## src/rtl/sram_host_pkg.sv

```systemverilog
/*
 Constants for the host controller of a 1K x 4 asynchronous static RAM.
 Assumes a 40 MHz controller clock; times are in ns, counts derived from them.
*/
// Function
// [RULE_01] Memory holds 1024 words of 4 bits, selected by a 10-bit address.
// [RULE_02] Select low and strobe low together write the data pins.
// [RULE_03] Select low with strobe high makes the memory drive read data.
// [RULE_04] Memory floats its data pins while select high or strobe low.
// [RULE_05] Power-saving variant powers down within 20/30 ns while deselected.
// [RULE_06] Non-power-saving variant: select does not change power.
// [RULE_07] Write interval is overlap of select low and strobe low.
// [RULE_08] Host times data setup against the edge that ends the write.
// [RULE_09] Select and strobe rising together leave data pins floating.
// [RULE_10] Read data valid within address access time 25/35/45 ns.
// [RULE_11] Host keeps read address at least read cycle time 25/35/45 ns.
// [RULE_12] Host keeps write address at least write cycle time 25/35/45 ns.
// [RULE_13] Host keeps strobe low at least 20/30/35 ns.
// [RULE_14] Host keeps select low 20/30/40 ns before strobe rises.
// [RULE_15] Address stable 20/30/35 ns before write end; strobe not before address.
// [RULE_16] Host holds address 5 ns after the write ends.
// [RULE_17] Host drives data 12/20/20 ns before write end; no hold needed.
// [RULE_18] Memory floats pins within 8 ns of strobe falling.
// [RULE_19] Memory floats pins within 15/20/20 ns after select rises.
// [RULE_20] Non-power-saving variant: select access within 15/15/20 ns.
// [RULE_21] Fastest power-saving grade: select access 25 or 30 ns.
package sram_host_pkg;
   localparam int CLK_PERIOD_PS = 25000;
   localparam int ADDR_W = 10;
   localparam int DATA_W = 4;
   // Slowest grade figures, so any grade is served
   localparam int ADDR_ACCESS_DELAY_NS = 45;
   localparam int READ_CYCLE_MIN_NS = 45;
   localparam int WRITE_CYCLE_MIN_NS = 45;
   localparam int STROBE_LOW_MIN_NS = 35;
   localparam int SELECT_TO_END_MIN_NS = 40;
   localparam int ADDR_TO_END_MIN_NS = 35;
   localparam int ADDR_HOLD_NS = 5;
   localparam int DATA_SETUP_NS = 20;
   localparam int STROBE_FLOAT_DELAY_NS = 8;
   localparam int DESELECT_FLOAT_DELAY_NS = 20;
   localparam int SELECT_ACCESS_NS = 45;
   localparam int POWERDOWN_DELAY_NS = 30;
   localparam int DESELECT_LONG_NS = 25;
   // Least times round up
   localparam int READ_CYC = (READ_CYCLE_MIN_NS * 1000 + CLK_PERIOD_PS - 1) / CLK_PERIOD_PS;
   localparam int ACCESS_CYC =
      (((ADDR_ACCESS_DELAY_NS > SELECT_ACCESS_NS) ? ADDR_ACCESS_DELAY_NS : SELECT_ACCESS_NS)
       * 1000 + CLK_PERIOD_PS - 1) / CLK_PERIOD_PS;
   localparam int STROBE_CYC = (STROBE_LOW_MIN_NS * 1000 + CLK_PERIOD_PS - 1) / CLK_PERIOD_PS;
   localparam int SEL_END_CYC =
      (SELECT_TO_END_MIN_NS * 1000 + CLK_PERIOD_PS - 1) / CLK_PERIOD_PS;
   localparam int WRITE_CYC = (WRITE_CYCLE_MIN_NS * 1000 + CLK_PERIOD_PS - 1) / CLK_PERIOD_PS;
   localparam int HOLD_CYC = (ADDR_HOLD_NS * 1000 + CLK_PERIOD_PS - 1) / CLK_PERIOD_PS;
   localparam int FLOAT_CYC =
      (DESELECT_FLOAT_DELAY_NS * 1000 + CLK_PERIOD_PS - 1) / CLK_PERIOD_PS;
   localparam int CNT_W = 4;
   localparam logic [3:0] CNT_ZERO = 4'h0;

   typedef enum logic [2:0] {
      ST_IDLE = 3'b000,
      ST_READ = 3'b001,
      ST_WRITE = 3'b010,
      ST_HOLD = 3'b011,
      ST_GAP = 3'b100
   } host_state_t;
endpackage

```

## src/rtl/sram_host.sv

```systemverilog
/*
 Host controller driving a 1K x 4 asynchronous static RAM through its pins.
 Assumes the memory's data pins are resolved by the bench from the enable;
 user requests are synchronous to mclk and held until acknowledged.
*/
`timescale 1ns/1ps
`default_nettype none
module sram_host
   import sram_host_pkg::*;
#(
   parameter int ADDR_BITS = ADDR_W,
   parameter int DATA_BITS = DATA_W
) (
   input wire logic mclk,
   input wire logic reset_n,
   input wire logic clk_en,
   input wire logic req,
   input wire logic req_write,
   input wire logic [ADDR_BITS-1:0] req_addr,
   input wire logic [DATA_BITS-1:0] req_wdata,
   output logic ack,
   output logic busy,
   output logic [DATA_BITS-1:0] rdata,
   output logic [ADDR_BITS-1:0] mem_addr,
   output logic mem_select_n,
   output logic mem_strobe_n,
   output logic [DATA_BITS-1:0] mem_data_out,
   output logic mem_data_oe,
   input wire logic [DATA_BITS-1:0] mem_data_in
);
   ////////////////////////////////////////////////////////////////////////////
   // Elaboration checks
   localparam int CNT_MAX = (1 << CNT_W) - 1;

   // Array shape is fixed by the memory
   if (ADDR_BITS != ADDR_W) begin : g_addr_bits_check
      $error("sram_host: the memory takes a 10-bit word address");
   end

   if (DATA_BITS != DATA_W) begin : g_data_bits_check
      $error("sram_host: the memory has 4-bit words");
   end

   // Counter literals are sized for this width
   if (CNT_W != $bits(CNT_ZERO)) begin : g_cnt_width_check
      $error("sram_host: wait counter width does not match its literals");
   end

   // Every wait spans at least one clock and fits the counter
   if (ACCESS_CYC < 1 || ACCESS_CYC > CNT_MAX) begin : g_access_check
      $error("sram_host: access wait out of counter range");
   end

   if (READ_CYC < 1 || READ_CYC > CNT_MAX) begin : g_read_check
      $error("sram_host: read cycle wait out of counter range");
   end

   if (STROBE_CYC < 1 || STROBE_CYC > CNT_MAX) begin : g_strobe_check
      $error("sram_host: strobe wait out of counter range");
   end

   if (SEL_END_CYC < 1 || SEL_END_CYC > CNT_MAX) begin : g_select_check
      $error("sram_host: select wait out of counter range");
   end

   if (WRITE_CYC < 1 || WRITE_CYC > CNT_MAX) begin : g_write_check
      $error("sram_host: write cycle wait out of counter range");
   end

   if (HOLD_CYC < 1 || HOLD_CYC > CNT_MAX) begin : g_hold_check
      $error("sram_host: address hold wait out of counter range");
   end

   if (FLOAT_CYC < 1 || FLOAT_CYC > CNT_MAX) begin : g_float_check
      $error("sram_host: release wait out of counter range");
   end

   typedef struct packed {
      host_state_t st;
      logic [CNT_W-1:0] cnt;
      logic [CNT_W-1:0] cyc;
      logic ack;
      logic busy;
      logic [DATA_BITS-1:0] rdata;
      logic [ADDR_BITS-1:0] addr;
      logic sel_n;
      logic stb_n;
      logic [DATA_BITS-1:0] dout;
      logic oe;
   } host_regs_t;

   host_regs_t s_r;
   host_regs_t s_nxt;

   function automatic logic [CNT_W-1:0] cyc_of(input int n);
      return CNT_W'(n);
   endfunction

   // True once a wait counter has spanned n clock periods
   function automatic logic reached(input logic [CNT_W-1:0] count, input int n);
      return count >= cyc_of(n - 1);
   endfunction

   // Parked pins: deselected, strobe high, data pins released
   function automatic host_regs_t idle_regs();
      host_regs_t r;
      r = '{st: ST_IDLE, cnt: CNT_ZERO, cyc: CNT_ZERO, ack: 1'b0, busy: 1'b0, rdata: '0,
            addr: '0, sel_n: 1'b1, stb_n: 1'b1, dout: '0, oe: 1'b0};
      return r;
   endfunction

   ////////////////////////////////////////////////////////////////////////////
   // Wait conditions of each phase
   logic read_done;
   logic strobe_done;
   logic hold_done;
   logic gap_done;

   assign read_done = reached(s_r.cnt, ACCESS_CYC)             // RULE_10
                      && reached(s_r.cyc, READ_CYC);           // RULE_11
   assign strobe_done = reached(s_r.cnt, STROBE_CYC)           // RULE_13
                        && reached(s_r.cnt, SEL_END_CYC);      // RULE_14
   assign hold_done = reached(s_r.cnt, HOLD_CYC)               // RULE_16
                      && reached(s_r.cyc, WRITE_CYC);          // RULE_12
   assign gap_done = reached(s_r.cnt, FLOAT_CYC);              // RULE_19

   ////////////////////////////////////////////////////////////////////////////
   always_comb begin
      s_nxt = s_r;
      s_nxt.ack = 1'b0;
      s_nxt.cnt = s_r.cnt + 4'h1;
      s_nxt.cyc = s_r.cyc + 4'h1;
      case (s_r.st)
         ST_IDLE: begin
            // Take a request and drive the pins for it
            s_nxt.cnt = CNT_ZERO;
            if (req) begin
               s_nxt.busy = 1'b1;
               s_nxt.addr = req_addr;                         // RULE_01
               s_nxt.sel_n = 1'b0;
               s_nxt.cyc = CNT_ZERO;
               if (req_write) begin
                  // Strobe falls with address valid, never earlier
                  s_nxt.stb_n = 1'b0;                         // RULE_15
                  s_nxt.dout = req_wdata;                     // RULE_17
                  s_nxt.oe = 1'b1;                            // RULE_02
                  s_nxt.st = ST_WRITE;
               end else begin
                  s_nxt.stb_n = 1'b1;                         // RULE_03
                  s_nxt.oe = 1'b0;                            // RULE_04
                  s_nxt.st = ST_READ;
               end
            end
         end
         ST_READ: begin
            // Sample once both access times and the read cycle have passed
            if (read_done) begin
               s_nxt.rdata = mem_data_in;                     // RULE_10
               s_nxt.sel_n = 1'b1;
               s_nxt.ack = 1'b1;
               s_nxt.cnt = CNT_ZERO;
               s_nxt.st = ST_GAP;                             // RULE_11
            end
         end
         ST_WRITE: begin
            // Strobe ends the write, select kept low past it
            if (strobe_done) begin
               s_nxt.stb_n = 1'b1;                            // RULE_07
               // Pins freed with the strobe; memory may drive at once
               s_nxt.oe = 1'b0;                               // RULE_17
               s_nxt.cnt = CNT_ZERO;
               s_nxt.st = ST_HOLD;                            // RULE_08
            end
         end
         ST_HOLD: begin
            // Address held after the strobe edge; data pins already released with it
            if (hold_done) begin
               s_nxt.sel_n = 1'b1;                            // RULE_16
               s_nxt.oe = 1'b0;
               s_nxt.ack = 1'b1;
               s_nxt.cnt = CNT_ZERO;
               s_nxt.st = ST_GAP;                             // RULE_12
            end
         end
         ST_GAP: begin
            // Let the memory release its pins before any next access
            if (gap_done) begin
               s_nxt.busy = 1'b0;                             // RULE_19
               s_nxt.st = ST_IDLE;
            end
         end
         default: begin
            // Unknown code: park the pins
            s_nxt = idle_regs();
         end
      endcase
   end

   ////////////////////////////////////////////////////////////////////////////
   always_ff @(posedge mclk) begin
      if (!reset_n) begin
         s_r <= idle_regs();
      end else if (clk_en) begin
         s_r <= s_nxt;
      end
   end

   ////////////////////////////////////////////////////////////////////////////
   // Outputs straight from the state register
   assign ack = s_r.ack;
   assign busy = s_r.busy;
   assign rdata = s_r.rdata;
   // Memory pins
   assign mem_addr = s_r.addr;
   assign mem_select_n = s_r.sel_n;
   assign mem_strobe_n = s_r.stb_n;
   assign mem_data_out = s_r.dout;
   assign mem_data_oe = s_r.oe;
endmodule
`default_nettype wire

```

## config.mk

```make
export PLATFORM = sky130hd
export DESIGN_NAME = sram_host
export DESIGN_NICKNAME = d
export VERILOG_FILES = /design/src/rtl/sram_host_pkg.sv /design/src/rtl/sram_host.sv
export SDC_FILE = /design/constraint.sdc
export NUM_CORES = 1
export LEC_CHECK = 0
export ABC_AREA = 1
export BUFFER_PORTS_ARGS = -buffer_cell sky130_fd_sc_hd__buf_4
export CELL_PAD_IN_SITES_DETAIL_PLACEMENT = 0
export CELL_PAD_IN_SITES_GLOBAL_PLACEMENT = 1
export CORE_MARGIN = 8
export CORE_UTILIZATION = 34
export CTS_CLUSTER_DIAMETER = 100
export CTS_CLUSTER_SIZE = 30
export DETAILED_ROUTE_END_ITERATION = 16
export PLACE_DENSITY_LB_ADDON = 0.3
export SYNTH_ARGS = -nofsm -noshare
export SYNTH_HDL_FRONTEND = slang
export SYNTH_SLANG_ARGS = --single-unit
```

## constraint.sdc

```tcl
create_clock -name mclk -period 1.4 [get_ports mclk]
set_clock_uncertainty 0.15 [all_clocks]
set_input_delay 0.21 -clock mclk [delete_from_list [all_inputs] [get_ports mclk]]
set_output_delay 0.21 -clock mclk [all_outputs]
set_load 0.005 [all_outputs]
```

==> results of run 1 <==
==> cell families (layout without fill, tap and decap cells) <==
logic type                 after synthesis  in the layout  share of synthesized area, %
AOI/OAI and AO/OA                       40             40                          11.0
xor gates and xnor gates                 1              1                         0.459
adders and majority gates                6              6                          3.94
buffers and inverters                   56            133                          15.5
DFF                                     34             34                          35.7
and+or+nand+nor                        123            124                          33.5
==> worst register-to-register path: cells and delay by family, from the launching register on <==
family | cells | cell delay [ns]
adder cells (fa/ha/maj) | 1 | 0.13
flip-flops | 1 | 0.37
AND/OR/NAND/NOR | 7 | 0.62
buffers and inverters | 3 | 0.21
==> layer usage <==
metal | vias to the layer above | GRT usage [%] | share of wire (%)
met5 | - | 0 | 0
met4 | 0 | 5.05 | 1.7
li1 | 965 | - | -
met2 | 31 | 22.6 | 52
met1 | 855 | 15.1 | 43
met3 | 10 | 3.33 | 4.0
==> metrics by stage <==
stage          total power [mW]  hold WS [ns]  cell area (sq um)
3_3_place_gp               2.36         0.294               2460
5_1_grt                    4.21        0.0227               3090
6_report                   3.98        0.0216               3090
3_5_place_dp               2.37         0.296               2460
2_1_floorplan              1.92         0.205               1940
4_1_cts                    3.75        0.0188               2850
==> cell usage after synthesis (2+ instances only) <==
master	count
a211oi_1	2
a21oi_1	31
buf_4	18
clkbuf_1	2
clkinv_2	2
dfxtp_1	34
ha_1	6
inv_1	22
inv_2	7
nand2_1	63
nand2_2	7
nand2_4	3
nand3_1	16
nand3_2	3
nand4_1	2
nor2_1	15
nor2_2	3
nor2_4	2
nor3_1	4
o21ai_0	5
==> area by class of cell <==
cell class	instances	share of cell area, %
Multi-Input combinational cell	171	41.2
Timing Repair Buffer	90	22.9
Sequential cell	34	22.6
Inverter	33	5.05
Tap cell	72	2.91
Clock buffer	6	2.67
Clock inverter	2	1.94
Timing Repair inverter	2	0.647
==> sequential cells by signal (all words and copies together) (netlist names) <==
| register | cells |
|---|---|
| ack | 1 |
| mem_data_oe | 1 |
| rdata | 4 |
| mem_strobe_n | 1 |
| mem_select_n | 1 |
| busy | 1 |
| mem_data_out | 4 |
| s_r | 11 |
| mem_addr | 10 |
==> worst paths after layout <==
kind	from	endpoint	slack, ns	cells past startpoint
max	s_r[27]	s_r[31]	-0.15	11
min	req_addr[0]	mem_addr[0]	0.02	3
max reg2reg	s_r[27]	s_r[31]	-0.15	11
min reg2reg	mem_addr[1]	mem_addr[1]	0.32	2
==> power by group through the flow <==
stage	sequential, mW	clock, mW	combinational, mW
after floorplan	1.17	0	0.746
after global placement	1.17	0	1.19
after detailed placement	1.17	0	1.19
after CTS	1.16	1.17	1.43
after global routing	1.18	1.20	1.83
final	1.17	1.14	1.67
==> repair_timing <==
action                                  CTS  global route
resized for setup                        47            58
endpoints found under the setup margin   30            33
pin swaps                                28            25
buffers inserted                          6             4
gates cloned                              3             0
==> results.yml, run 1 <==
cells_and_area:
  antennaDiodeCount: 0
  mostFrequentLayoutCell: "buf_4"
  final_nets: 366
  areaGrowthSynthToFinish_pct: 62.3
  fin_cells: 410
  final_cell_mix: "buf_4 (81), nand2_1 (39), dfxtp_1 (27), nand2_2 (22), a21oi_1 (18)"
  finish.utilization_pct: 56.5
  regArea_sq_um: 699
  fillCellCount: 531
  multi_input_area_sq_mm: 0.00128
  drive_above_1_share_pct: 61.5
logic_synthesis:
  ys_seq_elements: 34
  netlist_instances: 260
  synth_area_sq_mm: 0.00191
  syn_avg_cell_area_sq_um: 7.33
  ys_types: 33
  ys_async_sr_fraction_pct: 0
  yosysSeqAreaShare_pct: 35.7
  ys_warn_count: 0
  synth_fp_nets: 289
  yosysTopAreaCell: "dfxtp_1"
  synth_top_area_share_pct: 35.7
  ys_top_cells_by_area: "dfxtp_1 (36%), nand2_1 (12%), a21oi_1 (8.1%)"
  yosys_most_used_dff: "dfxtp_1"
  synth_edf_count: 0
sta:
  max_slew_margin_pct: 83.4
  period_share_pct: 111
  fin_crit_ns: 1.55
  setup_slack_ns: -0.147
  rsz0062_at_grt: "true"
  finalHoldViolations: 0
  setup_violations: 29
  setup_tns_ns: -1.68
  report.final.slew_viol_count: 0
  worstMarginPinSlew_ns: 0.248
  clock.fmax_mhz: 646
cts:
  numClockSinks: 34
  cts_buffer_depth: 2
  cts_tree: "done"
  clock_latency_ns: 0.29
  clk_pin_slew_worst_paths_ns: 0.07
  htree_levels: 2
  hold_buffers: 0
  numCtsBuffers: 5
  cts_root_buf: "clkbuf_8"
global_route:
  grt_pass1_wl_mm: 8.85
  antenna_found_initial: 0
  grt-ovfl-total: 0
  groute.usage.overall_pct: 13.1
  grt_start_max_net_pins: 14
  grt_pass1_vias: 1907
route:
  wl_per_cell_um: 13.3
  drcViolationCount: 0
  via_per_inst: 4.54
  vias: 1861
  finalWirelength_mm: 5.46
  ant_nets: 0
  first_pass_iters: 4
  drt_iter0_markers: 66
floorplanning:
  die_h_um: 90.9
  design.core.area_sq_mm: 0.00547
  die_area_sq_mm: 0.00826
  rows: 27
  die_w_um: 90.9
  start_util_pct: 34.8
  ios: 46
setup_path:
  crit_path_start_kind: "register"
  crit_path_frequent_cell: "nand2_8"
  cpPeakStageDelay_ns: 0.37
  cp.required_ns: 1.47
  worstPathCellList: "inv_4 -> ha_4 -> inv_2 -> nor2_2 -> nand2_2 -> nand2_8 -> nand2_8 -> buf_6 -> nand3_2 -> nand2_1 -> nor2_1"
  cp_max_fo: 7
  path_class: "register to register"
  cpMaxStageDelayCell: "dfxtp_4"
  critPathTopFamily: "simple AND/OR/NAND/NOR gates"
  crit_path_end_kind: "register"
  worstPathBufferInverterCount: 3
  cp.arrival_ns: 1.61
power:
  seq_power_share_pct: 29.3
  p_int_mw: 2.62
  clock_power_share_pct: 28.7
  irDropWorstVdd_mv: 0.793
  switching_share_pct: 34.2
  power_leakage_nw: 1.40
  p_sw_mw: 1.36
  power_density_mw_per_mm2: 1290
  combPwrFrac_pct: 42.0
flow_run:
  cap_violations: 0
placed_design:
  place_inst: 389
  dpl_worst_slack_ns: -0.185
  io_buffers: 45
  place_congestion: 0.862
  dp_hpwl_mm: 3.76
hold_path:
  hp-class: "primary input to register"
run_status:
  status: "complete, but fails checks"
  violations: "negative setup slack"
(Power assumes the default switching activity.)
==> run 2: changes to the inputs <==
RECOVER_POWER = 25   (was unset)
==> run 2 against run 1 <==
The run still ends with negative setup slack left. Critical path type unchanged. Sequential share of layout area unchanged. Flip-flop and latch count unchanged. Total power about the same. Setup slack unchanged. Highest routed layer unchanged. Largest power group unchanged.
==> results.yml, run 2 (same netlist as run 1, synthesis figures left out) <==
route:
  ant_nets: 0
  wl_per_cell_um: 13.3
  vias: 1863
  first_pass_iters: 4
  finalWirelength_mm: 5.46
  drt_iter0_markers: 64
  via_per_inst: 4.54
  drcViolationCount: 0
power:
  total_power_mw: 3.98
  power_density_mw_per_mm2: 1290
  power_leakage_nw: 1.40
  irDropWorstVdd_mv: 0.793
sta:
  fin_crit_ns: 1.55
  worstMarginPinSlew_ns: 0.248
  setup_violations: 30
  holdWs_ns: 0.0219
  finalHoldViolations: 0
  setup_slack_ns: -0.147
  period_share_pct: 111
  report.final.slew_viol_count: 0
  rsz0062_at_grt: "true"
  max_slew_margin_pct: 83.4
  clock.fmax_mhz: 646
cells_and_area:
  final_cell_mix: "buf_4 (76), nand2_1 (39), dfxtp_1 (27), nand2_2 (22), a21oi_1 (18)"
  fin_area_sq_mm: 0.00309
  final_nets: 366
  mostFrequentLayoutCell: "buf_4"
  fillCellCount: 531
  largest_reg_flops: 11
  regArea_sq_um: 699
  multi_input_area_sq_mm: 0.00128
  drive_above_1_share_pct: 61.5
  regMostFlops: "s_r"
  areaGrowthSynthToFinish_pct: 62.3
  fin_cells: 410
  antennaDiodeCount: 0
  finish.utilization_pct: 56.5
cts:
  numClockSinks: 34
  clock_latency_ns: 0.29
  numCtsBuffers: 5
  cts_root_buf: "clkbuf_8"
  cts_tree: "done"
  cts_buffer_depth: 2
  htree_levels: 2
  clk_pin_slew_worst_paths_ns: 0.07
floorplanning:
  rows: 27
  die_area_sq_mm: 0.00826
  die_h_um: 90.9
  start_util_pct: 34.8
  die_w_um: 90.9
  design.core.area_sq_mm: 0.00547
  ios: 46
setup_path:
  crit_path_start_kind: "register"
  crit_path_end_kind: "register"
  cp.required_ns: 1.47
  rr_worst_depth: 11
  cp.arrival_ns: 1.61
  cp_max_fo: 7
  path_class: "register to register"
global_route:
  grt-ovfl-total: 0
  groute.usage.overall_pct: 13.1
  antenna_found_initial: 0
  grt_start_max_net_pins: 14
  grt_pass1_vias: 1907
  grt_pass1_wl_mm: 8.85
placed_design:
  place_inst: 389
  place_congestion: 0.862
  dp_hpwl_mm: 3.76
  post_dp_cell_area_sq_mm: 0.00246
  io_buffers: 45
flow_run:
  cap_violations: 0
run_status:
  status: "complete, but fails checks"
  violations: "negative setup slack"
hold_path:
  hp-class: "primary input to register"
  hold_path_depth: 3
run 2: cell types whose count changed in the layout (fill, tap and decap cells not counted):
| cell | previous run | this run |
|---|---|---|
| clkbuf_4 | 0 | 5 |
| buf_4 | 81 | 76 |
run 2: final timing paths:
path / startpoint / end / slack [ns]
hold / removal: req_addr[0] / mem_addr[0] / 0.02
setup / recovery: s_r[27] / s_r[31] / -0.15
hold reg to reg: mem_addr[1] / mem_addr[1] / 0.32
setup reg to reg: s_r[27] / s_r[31] / -0.15
run 2: power breakdown:
part / leakage (nW) / switching [mW] / total, mW / internal [mW]
sequential: 0.282 / 0.0867 / 1.17 / 1.08
clock: 0.0714 / 0.380 / 1.14 / 0.760
combinational: 1.05 / 0.893 / 1.67 / 0.777
total: 1.40 / 1.36 / 3.98 / 2.62
run 2: worst max-delay path: stages, from the launching register on:
cell and delay [ns]:
dfxtp_4 0.37, inv_4 0.06, ha_4 0.13, inv_2 0.03
nor2_2 0.10, nand2_2 0.11, nand2_8 0.12, nand2_8 0.08
buf_6 0.12, nand3_2 0.05, nand2_1 0.05, nor2_1 0.10
run 2: per-stage QoR:
| stage | setup TNS (ns) | setup slack (ns) |
|---|---|---|
| 2_1_floorplan | -0.430 | -0.0563 |
| 3_3_place_gp | -2.91 | -0.143 |
| 3_5_place_dp | -3.12 | -0.185 |
| 4_1_cts | -1.43 | -0.121 |
| 5_1_grt | -4.04 | -0.231 |
| 6_report | -1.68 | -0.147 |
run 2: repair_timing:
action	CTS	global route
hold buffers	0	0
cloned	3	0
gates resized for setup	47	58
pin swaps	28	25
buffers inserted	6	4
setup endpoints to repair	30	33
run 2: cell type report:
type	count	share of cell area, %
inverters	33	5.05
clock buffers	6	2.67
multi-input cells	171	41.2
well taps	72	2.91
repair inverters	2	0.647
clock inverters	2	1.94
repair buffers	90	22.9
flip-flops and latches	34	22.6
run 2: per-layer routing:
| metal | track usage, % | up-vias | share of wire [%] |
|---|---|---|---|
| met3 | 3.33 | 10 | 3.6 |
| li1 | - | 966 | - |
| met5 | 0 | - | 0 |
| met2 | 22.6 | 31 | 52 |
| met1 | 15.1 | 856 | 43 |
| met4 | 5.05 | 0 | 1.7 |
